## config.mk

```make
export PLATFORM = sky130hd
export DESIGN_NAME = cdhp_host_port
export DESIGN_NICKNAME = d
export VERILOG_FILES = /design/src/cdhp_pkg.sv /design/src/cdhp_fifo_if.sv /design/src/cdhp_cmd_fifo.sv /design/src/cdhp_host_port.sv
export VERILOG_INCLUDE_DIRS = /design/src /design/src/src
export SDC_FILE = /design/constraint.sdc
export NUM_CORES = 1
export LEC_CHECK = 0
export ABC_AREA = 1
export ABC_CLOCK_PERIOD_IN_PS = 3000
export BUFFER_PORTS_ARGS = -buffer_cell sky130_fd_sc_hd__buf_2
export CAP_MARGIN = 10
export CORE_UTILIZATION = 30
export DETAILED_ROUTE_END_ITERATION = 6
export MAX_ROUTING_LAYER = met4
export PLACE_DENSITY_LB_ADDON = 0.25
export SLEW_MARGIN = 20
export SYNTH_ARGS = -nofsm -noshare
export SYNTH_HDL_FRONTEND = slang
export SYNTH_SLANG_ARGS = --single-unit
```

## constraint.sdc

```tcl
create_clock -name clk_sys_i -period 3 [get_ports clk_sys_i]
set_input_delay 0.75 -clock clk_sys_i [delete_from_list [all_inputs] [get_ports clk_sys_i]]
set_output_delay 0.75 -clock clk_sys_i [all_outputs]
set_load 0.05 [all_outputs]
```

## src/cdhp_map.svh

```systemverilog
`ifndef CDHP_MAP_SVH
`define CDHP_MAP_SVH
// Register byte offsets on the control bus.
`define CDHP_OFS_CMD_DATA   12'h000
`define CDHP_OFS_CMD_STAT   12'h004
`define CDHP_OFS_XFER_CNT   12'h008
`define CDHP_OFS_XFER_ADDR  12'h00C
`define CDHP_OFS_XFER_TRIG  12'h010
`define CDHP_OFS_XFER_STAT  12'h014
`define CDHP_OFS_IRQ_STAT   12'h018
`define CDHP_OFS_IRQ_MASK   12'h01C
`define CDHP_OFS_STAT_CTRL  12'h020
`define CDHP_OFS_STAT_BASE  12'h040
// Interrupt bit positions.
`define CDHP_IRQ_CMD        0
`define CDHP_IRQ_DONE       1
// Reset values.
`define CDHP_RST_MASK       2'h0
`define CDHP_RST_CNT        16'h0000
// Least host read spacing: 1000/2.3 ns per byte, 435 ns.
`define CDHP_READ_GAP_NS    435
`define CDHP_CLK_NS         40
`define CDHP_READ_GAP_CYC   ((`CDHP_READ_GAP_NS + `CDHP_CLK_NS - 1) / `CDHP_CLK_NS)
`endif

```

## src/cdhp_pkg.sv

```systemverilog
`default_nettype none
package cdhp_pkg;
    // Transfer engine states.
    typedef enum logic [2:0] {
        CDHP_IDLE,
        CDHP_FETCH,
        CDHP_OFFER,
        CDHP_HOLD,
        CDHP_GAP
    } cdhp_xfer_e;
    // Byte lane type.
    typedef logic [7:0] cdhp_byte_t;
endpackage
`default_nettype wire

```

## src/cdhp_fifo_if.sv

```systemverilog
`default_nettype none
// Command queue push and pop channels.
interface cdhp_fifo_if;
    logic       push;
    logic [7:0] push_data;
    logic       full;
    logic       pop;
    logic [7:0] pop_data;
    logic       empty;
    logic [3:0] count;
    modport owner (input push, push_data, pop, output full, pop_data, empty, count);
    modport user  (output push, push_data, pop, input full, pop_data, empty, count);
endinterface
`default_nettype wire

```

## src/cdhp_cmd_fifo.sv

```systemverilog
`default_nettype none
// Eight-deep command byte queue, order preserved.
module cdhp_cmd_fifo #(
    parameter int DEPTH = 8
) (
    // Clock and reset.
    input  wire logic clk_sys_i,
    input  wire logic rst_i,
    // Queue channels.
    cdhp_fifo_if.owner q
);
    localparam int AW = $clog2(DEPTH);
    initial begin
        if (DEPTH != 8) $error("cdhp_cmd_fifo: depth must be 8");
    end
    // Pointer and count state in one struct; the storage array stays outside it.
    typedef struct packed {
        logic [AW-1:0] wp;
        logic [AW-1:0] rp;
        logic [AW:0]   cnt;
    } cdhp_fifo_s;
    cdhp_fifo_s s_r;
    cdhp_fifo_s s_nxt;
    logic [7:0] mem [DEPTH];
    logic       do_push;
    logic       do_pop;
    // Pushes while full are dropped, pops while empty are ignored.
    assign do_push = q.push && (s_r.cnt != (AW+1)'(DEPTH));
    assign do_pop  = q.pop && (s_r.cnt != '0);
    assign q.full     = (s_r.cnt == (AW+1)'(DEPTH));
    assign q.empty    = (s_r.cnt == '0);
    assign q.pop_data = mem[s_r.rp];
    assign q.count    = 4'(s_r.cnt);
    // Pointer update.
    always_comb begin
        s_nxt = s_r;
        if (do_push) begin
            s_nxt.wp = s_r.wp + 1'b1;
        end
        if (do_pop) begin
            s_nxt.rp = s_r.rp + 1'b1;
        end
        s_nxt.cnt = s_r.cnt + (AW+1)'(do_push) - (AW+1)'(do_pop);
    end
    always_ff @(posedge clk_sys_i) begin
        if (rst_i) begin
            s_r <= '0;
        end else begin
            s_r <= s_nxt;
        end
    end
    // Storage writes, no reset needed.
    always_ff @(posedge clk_sys_i) begin
        if (do_push) begin
            mem[s_r.wp] <= q.push_data;
        end
    end
endmodule
`default_nettype wire

```

## src/cdhp_host_port.sv

```systemverilog
// The register offsets and register access over AXI4-Lite are this design's own decisions.
`default_nettype none
`include "cdhp_map.svh"
module cdhp_host_port #(
    parameter int STAT_BYTES = 12,
    parameter int BUF_AW     = 16
) (
    // Clock and reset.
    input  wire logic        clk_sys_i,
    input  wire logic        rst_i,
    // AXI4-Lite slave.
    input  wire logic [11:0] s_axi_awaddr,
    input  wire logic        s_axi_awvalid,
    output logic             s_axi_awready,
    input  wire logic [31:0] s_axi_wdata,
    input  wire logic [3:0]  s_axi_wstrb,
    input  wire logic        s_axi_wvalid,
    output logic             s_axi_wready,
    output logic [1:0]       s_axi_bresp,
    output logic             s_axi_bvalid,
    input  wire logic        s_axi_bready,
    input  wire logic [11:0] s_axi_araddr,
    input  wire logic        s_axi_arvalid,
    output logic             s_axi_arready,
    output logic [31:0]      s_axi_rdata,
    output logic [1:0]       s_axi_rresp,
    output logic             s_axi_rvalid,
    input  wire logic        s_axi_rready,
    // Interrupt to the controller.
    output logic             irq_o,
    // Host pins.
    input  wire logic        host_write_strobe_n_i,
    input  wire logic        host_read_strobe_n_i,
    input  wire logic        command_data_select_i,
    input  wire logic        request_mode_select_i,
    input  wire logic [7:0]  host_data_i,
    output logic [7:0]       host_data_o,
    output logic             host_data_oe_n_o,
    output logic             data_phase_active_n_o,
    output logic             throttle_or_request_out_o,
    output logic             last_byte_marker_n_o,
    output logic             status_ready_n_o,
    // Buffer RAM read port, shared by the arbiter.
    output logic [BUF_AW-1:0] buf_addr_o,
    output logic             buf_req_o,
    input  wire logic        buf_gnt_i,
    input  wire logic [7:0]  buf_data_i
);
    localparam int SW = $clog2(STAT_BYTES);
    localparam int GAP_CYC = `CDHP_READ_GAP_CYC;
    initial begin
        if (STAT_BYTES != 12) $error("cdhp_host_port: status area is 12 bytes");
        if (BUF_AW < 16) $error("cdhp_host_port: buffer needs 16 address bits");
    end

    // Register address decode, shared by write and read paths.
    function automatic logic hit(input logic [11:0] a, input logic [11:0] ofs);
        return a[11:2] == ofs[11:2];
    endfunction

    // All state of the port in one struct.
    typedef struct packed {
        logic [2:0]              wsync;
        logic [2:0]              rsync;
        logic [1:0]              csync;
        logic [1:0]              msync;
        logic [7:0]              hd1;
        logic [7:0]              hd2;
        logic                    aw_got;
        logic [11:0]             aw_a;
        logic                    w_got;
        logic [31:0]             w_d;
        logic [1:0]              w_s;
        logic                    bvalid;
        logic                    rvalid;
        logic [31:0]             rdata;
        logic [1:0]              rresp;
        logic [1:0]              bresp;
        logic [1:0]              ists;
        logic [1:0]              imask;
        logic [15:0]             cnt;
        logic [BUF_AW-1:0]       addr;
        cdhp_pkg::cdhp_xfer_e    st;
        logic [5:0]              gap;
        logic [7:0]              dout;
        logic                    last;
        logic                    stat_rdy;
        logic [SW-1:0]           stat_ptr;
        logic [STAT_BYTES*8-1:0] stat;
        logic                    host_oe;
    } cdhp_state_s;
    cdhp_state_s s_r;
    cdhp_state_s s_nxt;

    // Command queue between host and controller.
    cdhp_fifo_if cq ();
    cdhp_cmd_fifo #(.DEPTH(8)) u_fifo (
        .clk_sys_i (clk_sys_i),
        .rst_i     (rst_i),
        .q         (cq)
    );

    logic host_wr_edge;
    logic host_rd_edge;
    logic host_rd_low;
    logic host_rd_rise;
    logic wr_go;
    logic rd_go;
    logic [31:0] rd_val;
    logic [1:0]  rd_resp;
    logic [1:0]  ev;

    // Edge detect on the synchronised strobes; stage 0 feeds stage 1 only.
    assign host_wr_edge = s_r.wsync[2] && !s_r.wsync[1];
    assign host_rd_edge = s_r.rsync[2] && !s_r.rsync[1];
    assign host_rd_rise = !s_r.rsync[2] && s_r.rsync[1];
    assign host_rd_low  = !s_r.rsync[1];
    // Host write to the command path only when select says command.
    assign cq.push      = host_wr_edge && s_r.csync[1];
    assign cq.push_data = s_r.hd2;
    assign wr_go = s_r.aw_got && s_r.w_got && !s_r.bvalid;
    assign rd_go = s_axi_arvalid && !s_r.rvalid;
    assign cq.pop = rd_go && hit(s_axi_araddr, `CDHP_OFS_CMD_DATA);

    // Read decode for the controller bus.
    always_comb begin
        rd_val  = 32'h0000_0000;
        rd_resp = 2'b00;
        if (hit(s_axi_araddr, `CDHP_OFS_CMD_DATA)) begin
            rd_val = {24'h00_0000, cq.pop_data};
        end else if (hit(s_axi_araddr, `CDHP_OFS_CMD_STAT)) begin
            rd_val = {26'h000_0000, cq.full, !cq.empty, cq.count};
        end else if (hit(s_axi_araddr, `CDHP_OFS_XFER_CNT)) begin
            rd_val = {16'h0000, s_r.cnt};
        end else if (hit(s_axi_araddr, `CDHP_OFS_XFER_ADDR)) begin
            rd_val = 32'(s_r.addr);
        end else if (hit(s_axi_araddr, `CDHP_OFS_XFER_STAT)) begin
            rd_val = {31'h0000_0000, s_r.st != cdhp_pkg::CDHP_IDLE};
        end else if (hit(s_axi_araddr, `CDHP_OFS_IRQ_STAT)) begin
            rd_val = {30'h0000_0000, s_r.ists};
        end else if (hit(s_axi_araddr, `CDHP_OFS_IRQ_MASK)) begin
            rd_val = {30'h0000_0000, s_r.imask};
        end else if (hit(s_axi_araddr, `CDHP_OFS_STAT_CTRL)) begin
            rd_val = {27'h000_0000, 4'(s_r.stat_ptr), s_r.stat_rdy};
        end else if (s_axi_araddr >= `CDHP_OFS_STAT_BASE &&
                     s_axi_araddr < `CDHP_OFS_STAT_BASE + 12'(STAT_BYTES * 4)) begin
            rd_val = {24'h00_0000, s_r.stat[8*(s_axi_araddr[5:2])+:8]};
        end else begin
            rd_resp = 2'b10;
        end
    end

    // Next state of everything.
    always_comb begin
        s_nxt = s_r;
        ev    = 2'b00;
        // Two-flop input synchronisers with a third stage for edges.
        s_nxt.wsync = {s_r.wsync[1:0], host_write_strobe_n_i};
        s_nxt.rsync = {s_r.rsync[1:0], host_read_strobe_n_i};
        s_nxt.csync = {s_r.csync[0], command_data_select_i};
        s_nxt.msync = {s_r.msync[0], request_mode_select_i};
        s_nxt.hd1   = host_data_i;
        s_nxt.hd2   = s_r.hd1;
        // Capture write address and data in either order.
        if (s_axi_awvalid && !s_r.aw_got) begin
            s_nxt.aw_got = 1'b1;
            s_nxt.aw_a   = s_axi_awaddr;
        end
        if (s_axi_wvalid && !s_r.w_got) begin
            s_nxt.w_got = 1'b1;
            s_nxt.w_d   = s_axi_wdata;
            // Strobes belong to the data beat; the master may drop them once it is taken.
            s_nxt.w_s   = s_axi_wstrb[1:0];
        end
        if (s_r.bvalid && s_axi_bready) begin
            s_nxt.bvalid = 1'b0;
        end
        if (s_r.rvalid && s_axi_rready) begin
            s_nxt.rvalid = 1'b0;
        end
        if (rd_go) begin
            s_nxt.rvalid = 1'b1;
            s_nxt.rdata  = rd_val;
            s_nxt.rresp  = rd_resp;
        end
        if (cq.push) begin
            ev[`CDHP_IRQ_CMD] = 1'b1;
        end
        // Controller register writes.
        if (wr_go) begin
            s_nxt.aw_got = 1'b0;
            s_nxt.w_got  = 1'b0;
            s_nxt.bvalid = 1'b1;
            s_nxt.bresp  = 2'b00;
            if (hit(s_r.aw_a, `CDHP_OFS_XFER_CNT) && s_r.w_s == 2'b11) begin
                s_nxt.cnt = s_r.w_d[15:0];
            end else if (hit(s_r.aw_a, `CDHP_OFS_XFER_ADDR)) begin
                s_nxt.addr = s_r.w_d[BUF_AW-1:0];
            end else if (hit(s_r.aw_a, `CDHP_OFS_XFER_TRIG)) begin
                // A trigger with a zero count or during a transfer is ignored.
                if (s_r.st == cdhp_pkg::CDHP_IDLE && s_r.cnt != 16'h0000) begin
                    s_nxt.st = cdhp_pkg::CDHP_FETCH;
                end
            end else if (hit(s_r.aw_a, `CDHP_OFS_IRQ_STAT)) begin
                s_nxt.ists = s_r.ists & ~s_r.w_d[1:0];
            end else if (hit(s_r.aw_a, `CDHP_OFS_IRQ_MASK)) begin
                s_nxt.imask = s_r.w_d[1:0];
            end else if (hit(s_r.aw_a, `CDHP_OFS_STAT_CTRL)) begin
                // Bit 0 publishes the status area to the host.
                s_nxt.stat_rdy = s_r.w_d[0];
                s_nxt.stat_ptr = '0;
            end else if (s_r.aw_a >= `CDHP_OFS_STAT_BASE &&
                         s_r.aw_a < `CDHP_OFS_STAT_BASE + 12'(STAT_BYTES * 4)) begin
                s_nxt.stat[8*(s_r.aw_a[5:2])+:8] = s_r.w_d[7:0];
            end else begin
                s_nxt.bresp = 2'b10;
            end
        end
        // Host status reads walk the twelve bytes while status is ready.
        if (s_r.stat_rdy && s_r.csync[1] && host_rd_edge) begin
            s_nxt.dout    = s_r.stat[8*s_r.stat_ptr+:8];
            s_nxt.host_oe = 1'b1;
        end
        if (s_r.stat_rdy && s_r.csync[1] && host_rd_rise) begin
            s_nxt.host_oe = 1'b0;
            if (s_r.stat_ptr == SW'(STAT_BYTES - 1)) begin
                s_nxt.stat_rdy = 1'b0;
                s_nxt.stat_ptr = '0;
            end else begin
                s_nxt.stat_ptr = s_r.stat_ptr + 1'b1;
            end
        end
        // Data transfer engine.
        case (s_r.st)
            cdhp_pkg::CDHP_IDLE: begin
                s_nxt.last = 1'b0;
            end
            cdhp_pkg::CDHP_FETCH: begin
                // Wait for the buffer arbiter to grant the read slot.
                if (buf_gnt_i) begin
                    s_nxt.dout = buf_data_i;
                    s_nxt.st   = cdhp_pkg::CDHP_OFFER;
                end
            end
            cdhp_pkg::CDHP_OFFER: begin
                if (!s_r.csync[1] && host_rd_edge) begin
                    s_nxt.host_oe = 1'b1;
                    s_nxt.last    = (s_r.cnt == 16'h0001);
                    s_nxt.st      = cdhp_pkg::CDHP_HOLD;
                end
            end
            cdhp_pkg::CDHP_HOLD: begin
                if (host_rd_rise) begin
                    s_nxt.host_oe = 1'b0;
                    s_nxt.last    = 1'b0;
                    s_nxt.cnt     = s_r.cnt - 16'h0001;
                    s_nxt.addr    = s_r.addr + 1'b1;
                    s_nxt.gap     = 6'(GAP_CYC);
                    s_nxt.st      = cdhp_pkg::CDHP_GAP;
                end
            end
            cdhp_pkg::CDHP_GAP: begin
                // The gap paces the host to the sustained byte rate.
                if (s_r.gap > 6'd1) begin
                    s_nxt.gap = s_r.gap - 6'd1;
                end else if (s_r.cnt == 16'h0000) begin
                    s_nxt.st = cdhp_pkg::CDHP_IDLE;
                    ev[`CDHP_IRQ_DONE] = 1'b1;
                end else begin
                    s_nxt.st = cdhp_pkg::CDHP_FETCH;
                end
            end
            default: begin
                s_nxt.st = cdhp_pkg::CDHP_IDLE;
            end
        endcase
        // Events set sticky bits; a set beats a simultaneous clear.
        s_nxt.ists = s_nxt.ists | ev;
    end

    always_ff @(posedge clk_sys_i) begin
        if (rst_i) begin
            s_r          <= '0;
            s_r.wsync    <= 3'b111;
            s_r.rsync    <= 3'b111;
            s_r.imask    <= `CDHP_RST_MASK;
            s_r.cnt      <= `CDHP_RST_CNT;
            s_r.st       <= cdhp_pkg::CDHP_IDLE;
        end else begin
            s_r <= s_nxt;
        end
    end

    // Bus handshakes.
    assign s_axi_awready = !s_r.aw_got;
    assign s_axi_wready  = !s_r.w_got;
    assign s_axi_bvalid  = s_r.bvalid;
    assign s_axi_bresp   = s_r.bresp;
    assign s_axi_arready = !s_r.rvalid;
    assign s_axi_rvalid  = s_r.rvalid;
    assign s_axi_rdata   = s_r.rdata;
    assign s_axi_rresp   = s_r.rresp;
    assign irq_o = |(s_r.ists & s_r.imask);
    // Host side pins.
    assign host_data_o      = s_r.dout;
    assign host_data_oe_n_o = !s_r.host_oe;
    assign data_phase_active_n_o = (s_r.st == cdhp_pkg::CDHP_IDLE);
    assign last_byte_marker_n_o  = !(s_r.last && host_rd_low);
    assign status_ready_n_o      = !s_r.stat_rdy;
    // Wait mode: low stalls the host; request mode: high asks for a byte.
    assign throttle_or_request_out_o = s_r.msync[1] ?
        (s_r.st == cdhp_pkg::CDHP_OFFER) :
        !(s_r.st == cdhp_pkg::CDHP_FETCH || s_r.st == cdhp_pkg::CDHP_GAP);
    assign buf_addr_o = s_r.addr;
    assign buf_req_o  = (s_r.st == cdhp_pkg::CDHP_FETCH);
endmodule
`default_nettype wire

```

==> results of run 1 <==
-- layer usage --
layer	track usage, %	routed length [um]	vias to the layer above
met2	30.5	23900	583
met1	29.9	27100	7455
li1	-	-	7658
met5	-	0	-
met3	3.85	4360	82
met4	7.14	1570	0
-- area by class of cell --
class	count	area, sq um
inverters	229	860
diodes	1	2.50
repair buffers	197	1230
flip-flops and latches	309	6830
clock buffers	47	1000
well taps	688	861
multi-input cells	1558	7570
clock inverters	20	254
fillers	5633	34100
-- power breakdown --
group / leakage, uW / internal, uW / switching (uW)
Sequential: 0.00258 / 4290 / 64.6
Combinational: 0.00410 / 224 / 708
Clock: 0.000616 / 2810 / 1850
Total: 0.00729 / 7330 / 2630
-- synthesized netlist by cell type (all sizes together) --
cell,count
xor2,14
nor4,12
clkinv,5
a31oi,12
a221oi,1
nor3,52
o31ai,5
nor2,267
or4,1
and3,2
o21bai,1
a211oi,3
nand2,437
nand3b,3
clkbuf,91
xnor2,1
o221ai,17
o211ai,15
o2111ai,2
o21a,1
or2,5
o22ai,23
a21oi,230
nand3,118
inv,224
dfxtp,245
fa,1
edfxtp,64
o21ai,208
nor3b,2
buf,85
nand4,88
conb,1
ha,18
a22oi,1
-- worst paths after layout --
check / cells after the start / end / startpoint
worst max-delay path: 5 / throttle_or_request_out_o / s_r[118]
worst min-delay path: 2 / s_nxt[266] / host_write_strobe_n_i
worst max register to register: 10 / flop / s_r[231]
worst min register to register: 2 / s_r[261] / s_nxt[261]
-- metrics by stage --
stage | hold slack, ns | worst slack, ns | cell area (sq um) | instances | util, %
6_report | 0.379 | 0.274 | 18600 | 3049 | 35.3
3_3_place_gp | 0.392 | 0.0340 | 17400 | 2981 | 32.9
5_1_grt | 0.371 | 0.0921 | 18600 | 3049 | 35.3
3_5_place_dp | 0.394 | 0.0675 | 17400 | 2981 | 32.9
2_1_floorplan | 0.388 | 0.0568 | 16200 | 2272 | -
4_1_cts | 0.357 | 0.286 | 18600 | 3048 | 35.3
-- cell families (layout without fill, tap and decap cells) --
kind of cell | count (synthesis) | in the layout | share of synthesized area (%)
fa+ha+maj | 19 | 19 | 1.52
simple gates | 987 | 987 | 27.0
flops | 309 | 309 | 42.4
buf+inv | 405 | 493 | 11.0
xor+xnor | 15 | 15 | 0.816
compound gates | 519 | 519 | 17.3
other cells | 1 | 19 | 0.0233
-- critical path, cell delays in order (launching register included) --
cell     delay, ns
dfxtp_1       0.41
nor2_1        0.06
inv_1         0.18
nor2_1        0.17
o31ai_1       0.28
buf_2         0.32
-- layout by cell type (no fill, tap or decap), types with 8 or more instances in the layout --
master | synthesis | layout
a21oi_1 | 230 | 230
a31oi_1 | 12 | 12
buf_2 | 16 | 118
buf_4 | 62 | 75
clkbuf_16 | 0 | 37
clkinv_2 | 0 | 8
conb_1 | 1 | 18
dfxtp_1 | 245 | 245
edfxtp_1 | 64 | 64
ha_1 | 18 | 18
inv_1 | 213 | 212
inv_2 | 11 | 12
nand2_1 | 435 | 435
nand3_1 | 116 | 116
nand4_1 | 85 | 85
nor2_1 | 258 | 257
nor3_1 | 48 | 47
nor4_1 | 9 | 9
o211ai_1 | 15 | 15
o21ai_0 | 206 | 206
o221ai_1 | 17 | 17
o22ai_1 | 23 | 23
xor2_1 | 14 | 14
==> results.txt, run 1 <==
Syn Std Cell Area: 0.0161 sq mm
Via count: 15778
Setup violations, final: 0
#FFs+latches synth: 309
WP data required: 2.25 ns
Final setup TNS: 0 ns
Worst-case clock buffer depth: 3
Root buffer selected by CTS: clkbuf_16
Worst Skew: 0.0228 ns
Top cells by area, synth: dfxtp_1 30%, edfxtp_1 12%, nand2_1 10%
Flop2flop setup slack: 0.29 ns
Crit path capture type: primary output
Clk sink count: 309
Routed wire per std cell: 18.7 um
Placement row count: 84
# IOs: 160
Maximum VDD drop: 320 uV
Clock-pin slew of the registers on the worst-case setup and hold paths: 0.06 ns
Post CTS Setup Buffer Count: 0
Rel. slew slack: 44.3%
Htree depth: 2
Crit Path Max Fanout: 6
Hold buffer count at CTS: 0
FMAX: 367 MHz
Final period util: 90.9%
Initial Utilization: 30.5%
RSZ-0062 raised after global routing: false
Pwr dens: 535 mW/mm^2
Post-synthesis cell type count: 49
Yosys warns: 0
Buffers on Ports: 119
Post_cts resized: 0
First-pass GRT wire length: 86.0 mm
Crit path launch type: flop
Die Y: 234 um
Share of the yosys chip area belonging to registers: 42.4%
Gr usage total: 21.3%
CTS tree: done
Setup CP Type: reg2out
TritonCTS Buffers: 37
Remaining global-route overflow: 0
Initial antenna violation count: 1
DRC Markers: 0
Area leader, netlist: dfxtp_1
Syn avg cell area: 7.14 sq um
Worst-Skew Late Latency: 0.56 ns
Status: complete, no violations
Yosys top cell area share: 30.5%
Initial DRT Pass Iterations: 7
DIE WIDTH: 234 um
Routed vias/inst: 5.17
Final min period: 2.73 ns
Leakage: 0.00729 uW
DRT iter0 DRCs: 1558
Routability Congestion: 0.963
Post-Route WL: 56.9 mm
Core area: 0.0528 sq mm
Post-layout net count: 2439
Worst EP arrival: 1.98 ns
HPWL Detailed: 41.5 mm
Vias in the first global route: 14652
Final ANT Viol Nets: 0
Total power: 9960 uW
Worst slew pin tran: 0.834 ns
Share of cells above drive strength 1: 12.6%
Worst hold path type: in2reg
Hold Violations, Final: 0
Pins over their slew limit: 0
Largest net degree at the start of global routing: 104
Synth-to-Final Area Change: 15.6%
Mapped Cells: 2255
Max Cap Viol: 0
Full die area: 0.0546 sq mm
Note: power is estimated with default switching activity, not from simulation.
==> run 2, diff against run 1 <==
CORE_UTILIZATION = 54   (was 30)
==> run 2 against run 1 <==
Sequential share of layout area grew 1.3 points. Cell count shrank 10%. Register-to-register slack gained 0.15 ns. Worst setup slack is essentially flat. Utilization grew 27 points. Critical path depth is the same.
==> results.txt, run 2 (synthesis gave the netlist of run 1 again) <==
Status: complete, no violations
Placed cells: 2668 (-10%)
Initial antenna violation count: 0 (-1)
Root buffer selected by CTS: clkbuf_16
Reg2Reg Launch Point: s_nxt[264]
Full die area: 0.0305 sq mm (-44%)
Core area: 0.0290 sq mm (-45%)
Pins over their slew limit: 0 (unchanged)
Worst Hold Path Cells: 2 (unchanged)
CTS tree: done
RSZ-0062 raised after global routing: false
Buffers on Ports: 119 (unchanged)
Clock-pin slew of the registers on the worst-case setup and hold paths: 0.06 ns (about the same)
Crit path capture type: primary output
Worst-case clock buffer depth: 3 (unchanged)
Maximum VDD drop: 382 uV (+20%)
Vias in the first global route: 14373 (-1.9%)
Rel. slew slack: 36.1% (-8.1 points)
Worst Path Buf+Inv: 2 (unchanged)
Synth-to-Final Area Change: 11.8%
Most common cell after layout, fill and taps aside: nand2_1
TritonCTS Buffers: 34 (-8.1%)
DIE WIDTH: 175 um (-25%)
CP max stage delay: 0.40 ns (about the same)
Post CTS Setup Buffer Count: 0 (unchanged)
Post_cts resized: 0 (unchanged)
RR Endpoint: s_r[115]
Htree depth: 2 (unchanged)
Hold Path Origin: s_nxt[247]
WP data required: 2.25 ns (about the same)
Via count: 16014 (+1.5%)
DRC Markers: 0 (unchanged)
Setup CP Type: reg2out
Cells along the critical path: nor2_1 > inv_1 > nor2_1 > o31ai_1 > buf_2
Cell Area, Placed: 0.0169 sq mm (-2.7%)
Share of cells above drive strength 1: 12.0% (-0.60 points)
Hold buffer count at CTS: 0 (unchanged)
# IOs: 160 (unchanged)
Largest net degree at the start of global routing: 111 (+6.7%)
Worst EP arrival: 1.98 ns (about the same)
Final Instance Area: 0.0180 sq mm (-3.3%)
Setup violations, final: 0 (unchanged)
Hold endpoint: cq.push_data[5]
Cell mode on critical path: nor2_1
Flop2flop setup slack: 0.44 ns (+0.15 ns)
Post-layout net count: 2427 (-0.49%)
Worst Skew: 0.0148 ns (-0.00796 ns)
Routed wire per std cell: 18.7 um (about the same)
Initial Utilization: 55.5% (+25 points)
Crit path launch type: flop
Placement row count: 62 (-26%)
FMAX: 367 MHz (about the same)
Non-Filler Instances: 2729 (-10%)
Crit Path Max Fanout: 6 (unchanged)
Die Y: 175 um (-25%)
Max Cap Viol: 0 (unchanged)
Final period util: 90.9% (about the same)
Pwr dens: 524 mW/mm^2 (-2.0%)
Worst slew pin tran: 0.957 ns (+0.123 ns)
First-pass GRT wire length: 78.1 mm (-9.1%)
Hold Violations, Final: 0 (unchanged)
Final ANT Viol Nets: 0 (unchanged)
Routed vias/inst: 5.87 (+13%)
Commonest cells after routing, fill and taps aside: 435 x nand2_1, 257 x nor2_1, 245 x dfxtp_1
HPWL Detailed: 36.4 mm (-12%)
Clk sink count: 309 (unchanged)
Final Core Density: 62.0% (+27 points)
Routability Congestion: 0.978 (+1.5%)
Antenna cell count: 0 (-1)
Remaining global-route overflow: 0 (unchanged)
Worst Hold Slack: 0.405 ns (+0.0255 ns)
Worst Reg-to-Reg Cells: 11 (+1)
Initial DRT Pass Iterations: 6 (-1)
Post-Route WL: 50.9 mm (-11%)
DRT iter0 DRCs: 1892 (+21%)
Worst hold path type: reg2reg
Gr usage total: 33.6% (+12 points)
Crit-path slowest cell: dfxtp_1
Final setup TNS: 0 ns (unchanged)
Leakage: 0.00717 uW (-1.6%)
Worst-Skew Late Latency: 0.53 ns (-0.03 ns)
Final min period: 2.73 ns (-0.000388 ns)
CP delay by family, top: buffers and inverters
==> run 2: cell count changes in the layout (fill, tap and decap cells not counted), sizes merged <==
cell      delta
buf          -9
bufinv       -3
clkbuf       -1
clkinvlp     -1
diode        -1
inv          -1
==> run 2: layout make-up <==
cell class                 count  area (sq um)
fill                        2701         11000
multi-input combinational   1558          7570
sequential                   309          6830
timing repair buffer         188          1140
clock buffer                  46           936
inverter                     229           860
tap                          384           480
clock inverter                15           178
==> run 2: worst min-delay path, cell delays in order, from the launching register on <==
cell and delay, ns:
dfxtp_1 0.30, inv_1 0.04, nor2_1 0.03
==> run 2: metal layers <==
metal / part of all wire, % / wire length, um / GRT usage (%) / up-vias
met2: 43 / 22000 / 50.0 / 761
met4: 3.3 / 1710 / 11.4 / 0
met3: 11 / 5370 / 5.53 / 117
met1: 43 / 21800 / 46.4 / 7504
li1: - / - / - / 7632
met5: 0 / 0 / - / -
==> run 2: where the power goes <==
part / switching [uW] / internal (uW) / total [uW]
sequential: 67.3 / 4290 / 4360
clock: 1770 / 2400 / 4160
combinational: 688 / 221 / 909
total: 2520 / 6910 / 9430
==> run 2: metrics by stage <==
step                      total power [uW]  worst slack (ns)
after floorplan                       5050            0.0568
after global placement                5320             0.127
after detailed placement              5330            0.0437
after CTS                             9460             0.313
after global routing                  9690             0.164
final                                 9430             0.274
==> run 2: worst max path at each step <==
| stage | from | endpoint | slack [ns] | cells past startpoint |
|---|---|---|---|---|
| 5_1_grt | s_nxt[264] | s_r[115] | 0.16 | 11 |
| 6_report | s_r[118] | throttle_or_request_out_o | 0.27 | 5 |
| 3_3_place_gp | s_axi_araddr[8] | u_fifo.q.count[3] | 0.13 | 16 |
| 4_1_cts | s_r[118] | throttle_or_request_out_o | 0.31 | 5 |
| 2_1_floorplan | s_axi_araddr[2] | u_fifo.q.count[2] | 0.06 | 14 |
| 3_5_place_dp | s_axi_araddr[8] | u_fifo.q.count[3] | 0.04 | 16 |
==> run 3, diff against run 2 <==
CORE_UTILIZATION = 50   (was 54)
==> run 3 against run 2 <==
Register-to-register slack better by 0.07 ns. Routed wire length is 3.2% higher. Cell count is 1.1% higher. First-iteration DRC count down 7.9%. Count of clock-buffer cells in the layout shrank 2. Largest power group is now clock. Sequential cell count unchanged.
==> results.txt, run 3 (synthesis gave the netlist of run 1 again) <==
Status: complete, no violations
Final min period: 2.71 ns (-0.0198 ns)
Post-layout net count: 2435 (+0.33%)
DIE WIDTH: 181 um (+3.9%)
Register Area: 0.00683 sq mm (unchanged)
DRC Markers: 0 (unchanged)
Multi-input logic area: 0.00757 sq mm (unchanged)
Root buffer selected by CTS: clkbuf_16
Worst Path Buf+Inv: 2 (unchanged)
RSZ-0062 raised after global routing: false
Final ANT Viol Nets: 0 (unchanged)
Core area: 0.0316 sq mm (+9.0%)
Worst Skew: 0.0257 ns (+0.0109 ns)
Worst-Skew Late Latency: 0.54 ns (about the same)
Worst slew pin tran: 0.817 ns (-0.140 ns)
Cells along the critical path: nor2_1 > inv_1 > nor2_1 > o31ai_1 > buf_2
WP data required: 2.25 ns (about the same)
CP delay by family, top: buffers and inverters
FMAX: 370 MHz (+0.73%)
Hold Path Origin: host_write_strobe_n_i
Hold endpoint: s_nxt[266]
Initial antenna violation count: 2 (+2)
Most common cell after layout, fill and taps aside: nand2_1
Routed vias/inst: 5.74 (-2.2%)
Rel. slew slack: 45.5% (+9.3 points)
Via count: 15835 (-1.1%)
Total power: 9760 uW (+3.5%)
Routability Congestion: 1.01 (+2.9%)
Hold buffer count at CTS: 0 (unchanged)
Hold Violations, Final: 0 (unchanged)
CTS tree: done
Reg2Reg Launch Point: s_r[231]
Placement row count: 65 (+4.8%)
Cell mode on critical path: nor2_1
Final Instance Area: 0.0182 sq mm (+0.95%)
Worst Hold Slack: 0.394 ns (-0.0108 ns)
Final setup TNS: 0 ns (unchanged)
Remaining global-route overflow: 0 (unchanged)
Maximum VDD drop: 376 uV (-1.7%)
Setup violations, final: 0 (unchanged)
Htree depth: 2 (unchanged)
Worst Hold Path Cells: 2 (unchanged)
Worst Reg-to-Reg Cells: 12 (+1)
Buffers on Ports: 119 (unchanged)
Routed wire per std cell: 19.0 um (+2.1%)
# IOs: 160 (unchanged)
Worst hold path type: in2reg
Worst EP arrival: 1.96 ns (-0.02 ns)
Max Cap Viol: 0 (unchanged)
Worst-case clock buffer depth: 3 (unchanged)
Post-Route WL: 52.5 mm (+3.2%)
Clock-pin slew of the registers on the worst-case setup and hold paths: 0.07 ns (about the same)
DRT iter0 DRCs: 1742 (-7.9%)
Vias in the first global route: 14475 (+0.71%)
Setup CP Type: reg2out
Fillers: 3051 (+13%)
Full die area: 0.0329 sq mm (+7.9%)
Gr usage total: 32.6% (-1.1 points)
Crit path launch type: flop
Synth-to-Final Area Change: 12.8%
HPWL Detailed: 37.4 mm (+2.9%)
Post_cts resized: 0 (unchanged)
Initial DRT Pass Iterations: 6 (unchanged)
TritonCTS Buffers: 35 (+2.9%)
Pins over their slew limit: 0 (unchanged)
Share of cells above drive strength 1: 12.6% (+0.59 points)
Initial Utilization: 50.9% (-4.6 points)
Flop2flop setup slack: 0.51 ns (+0.07 ns)
Post CTS Setup Buffer Count: 0 (unchanged)
Commonest cells after routing, fill and taps aside: 435 x nand2_1, 257 x nor2_1, 245 x dfxtp_1
Crit Path Max Fanout: 6 (unchanged)
Crit path capture type: primary output
Crit-path slowest cell: dfxtp_1
Largest net degree at the start of global routing: 136 (+23%)
Leakage: 0.00726 uW (+1.1%)
Die Y: 181 um (+3.9%)
First-pass GRT wire length: 81.0 mm (+3.7%)
CP max stage delay: 0.41 ns (about the same)
Final period util: 90.2% (-0.66 points)
Clk sink count: 309 (unchanged)
Pwr dens: 537 mW/mm^2 (+2.5%)
Cell Area, Placed: 0.0170 sq mm (+0.44%)
==> run 3: routing by layer <==
metal	global-route usage [%]	part of all wire, %	up-vias
li1	-	-	7656
met1	44.5	45	7354
met2	47.7	43	696
met3	6.12	8.7	129
met4	12.3	3.7	0
met5	-	0	-
==> run 3: how the worst max path moves through the flow <==
stage / from / endpoint / slack (ns) / cells after the start
6_report: s_r[118] / throttle_or_request_out_o / 0.29 / 5
5_1_grt: s_r[118] / throttle_or_request_out_o / 0.23 / 5
4_1_cts: s_r[118] / throttle_or_request_out_o / 0.30 / 5
3_5_place_dp: s_axi_araddr[8] / u_fifo.q.count[3] / 0.05 / 16
3_3_place_gp: s_axi_araddr[8] / u_fifo.q.count[2] / 0.11 / 15
2_1_floorplan: s_axi_araddr[2] / u_fifo.q.count[2] / 0.06 / 14
==> run 3: metrics by stage <==
step                      utilization (%)  instances  setup WS [ns]
final                                57.4       2758          0.294
after CTS                            57.4       2756          0.304
after detailed placement             53.6       2693         0.0478
after floorplan                         -       2272         0.0568
after global routing                 57.4       2758          0.231
after global placement               53.6       2693          0.111
==> run 3: report_power, final <==
part / leakage [uW] / switching (uW) / internal, uW
clock: 0.000593 / 1810 / 2660
sequential: 0.00258 / 60.8 / 4290
combinational: 0.00409 / 711 / 224
total: 0.00726 / 2580 / 7180
==> run 3: area by class of cell <==
class                           count  share of cell area (%)
Multi-Input combinational cell   1558                    41.7
Sequential cell                   309                    37.6
Timing Repair Buffer              195                    6.57
Clock buffer                       44                    5.34
Inverter                          229                    4.73
Tap cell                          402                    2.77
Clock inverter                     19                    1.29
Antenna cell                        2                  0.0276
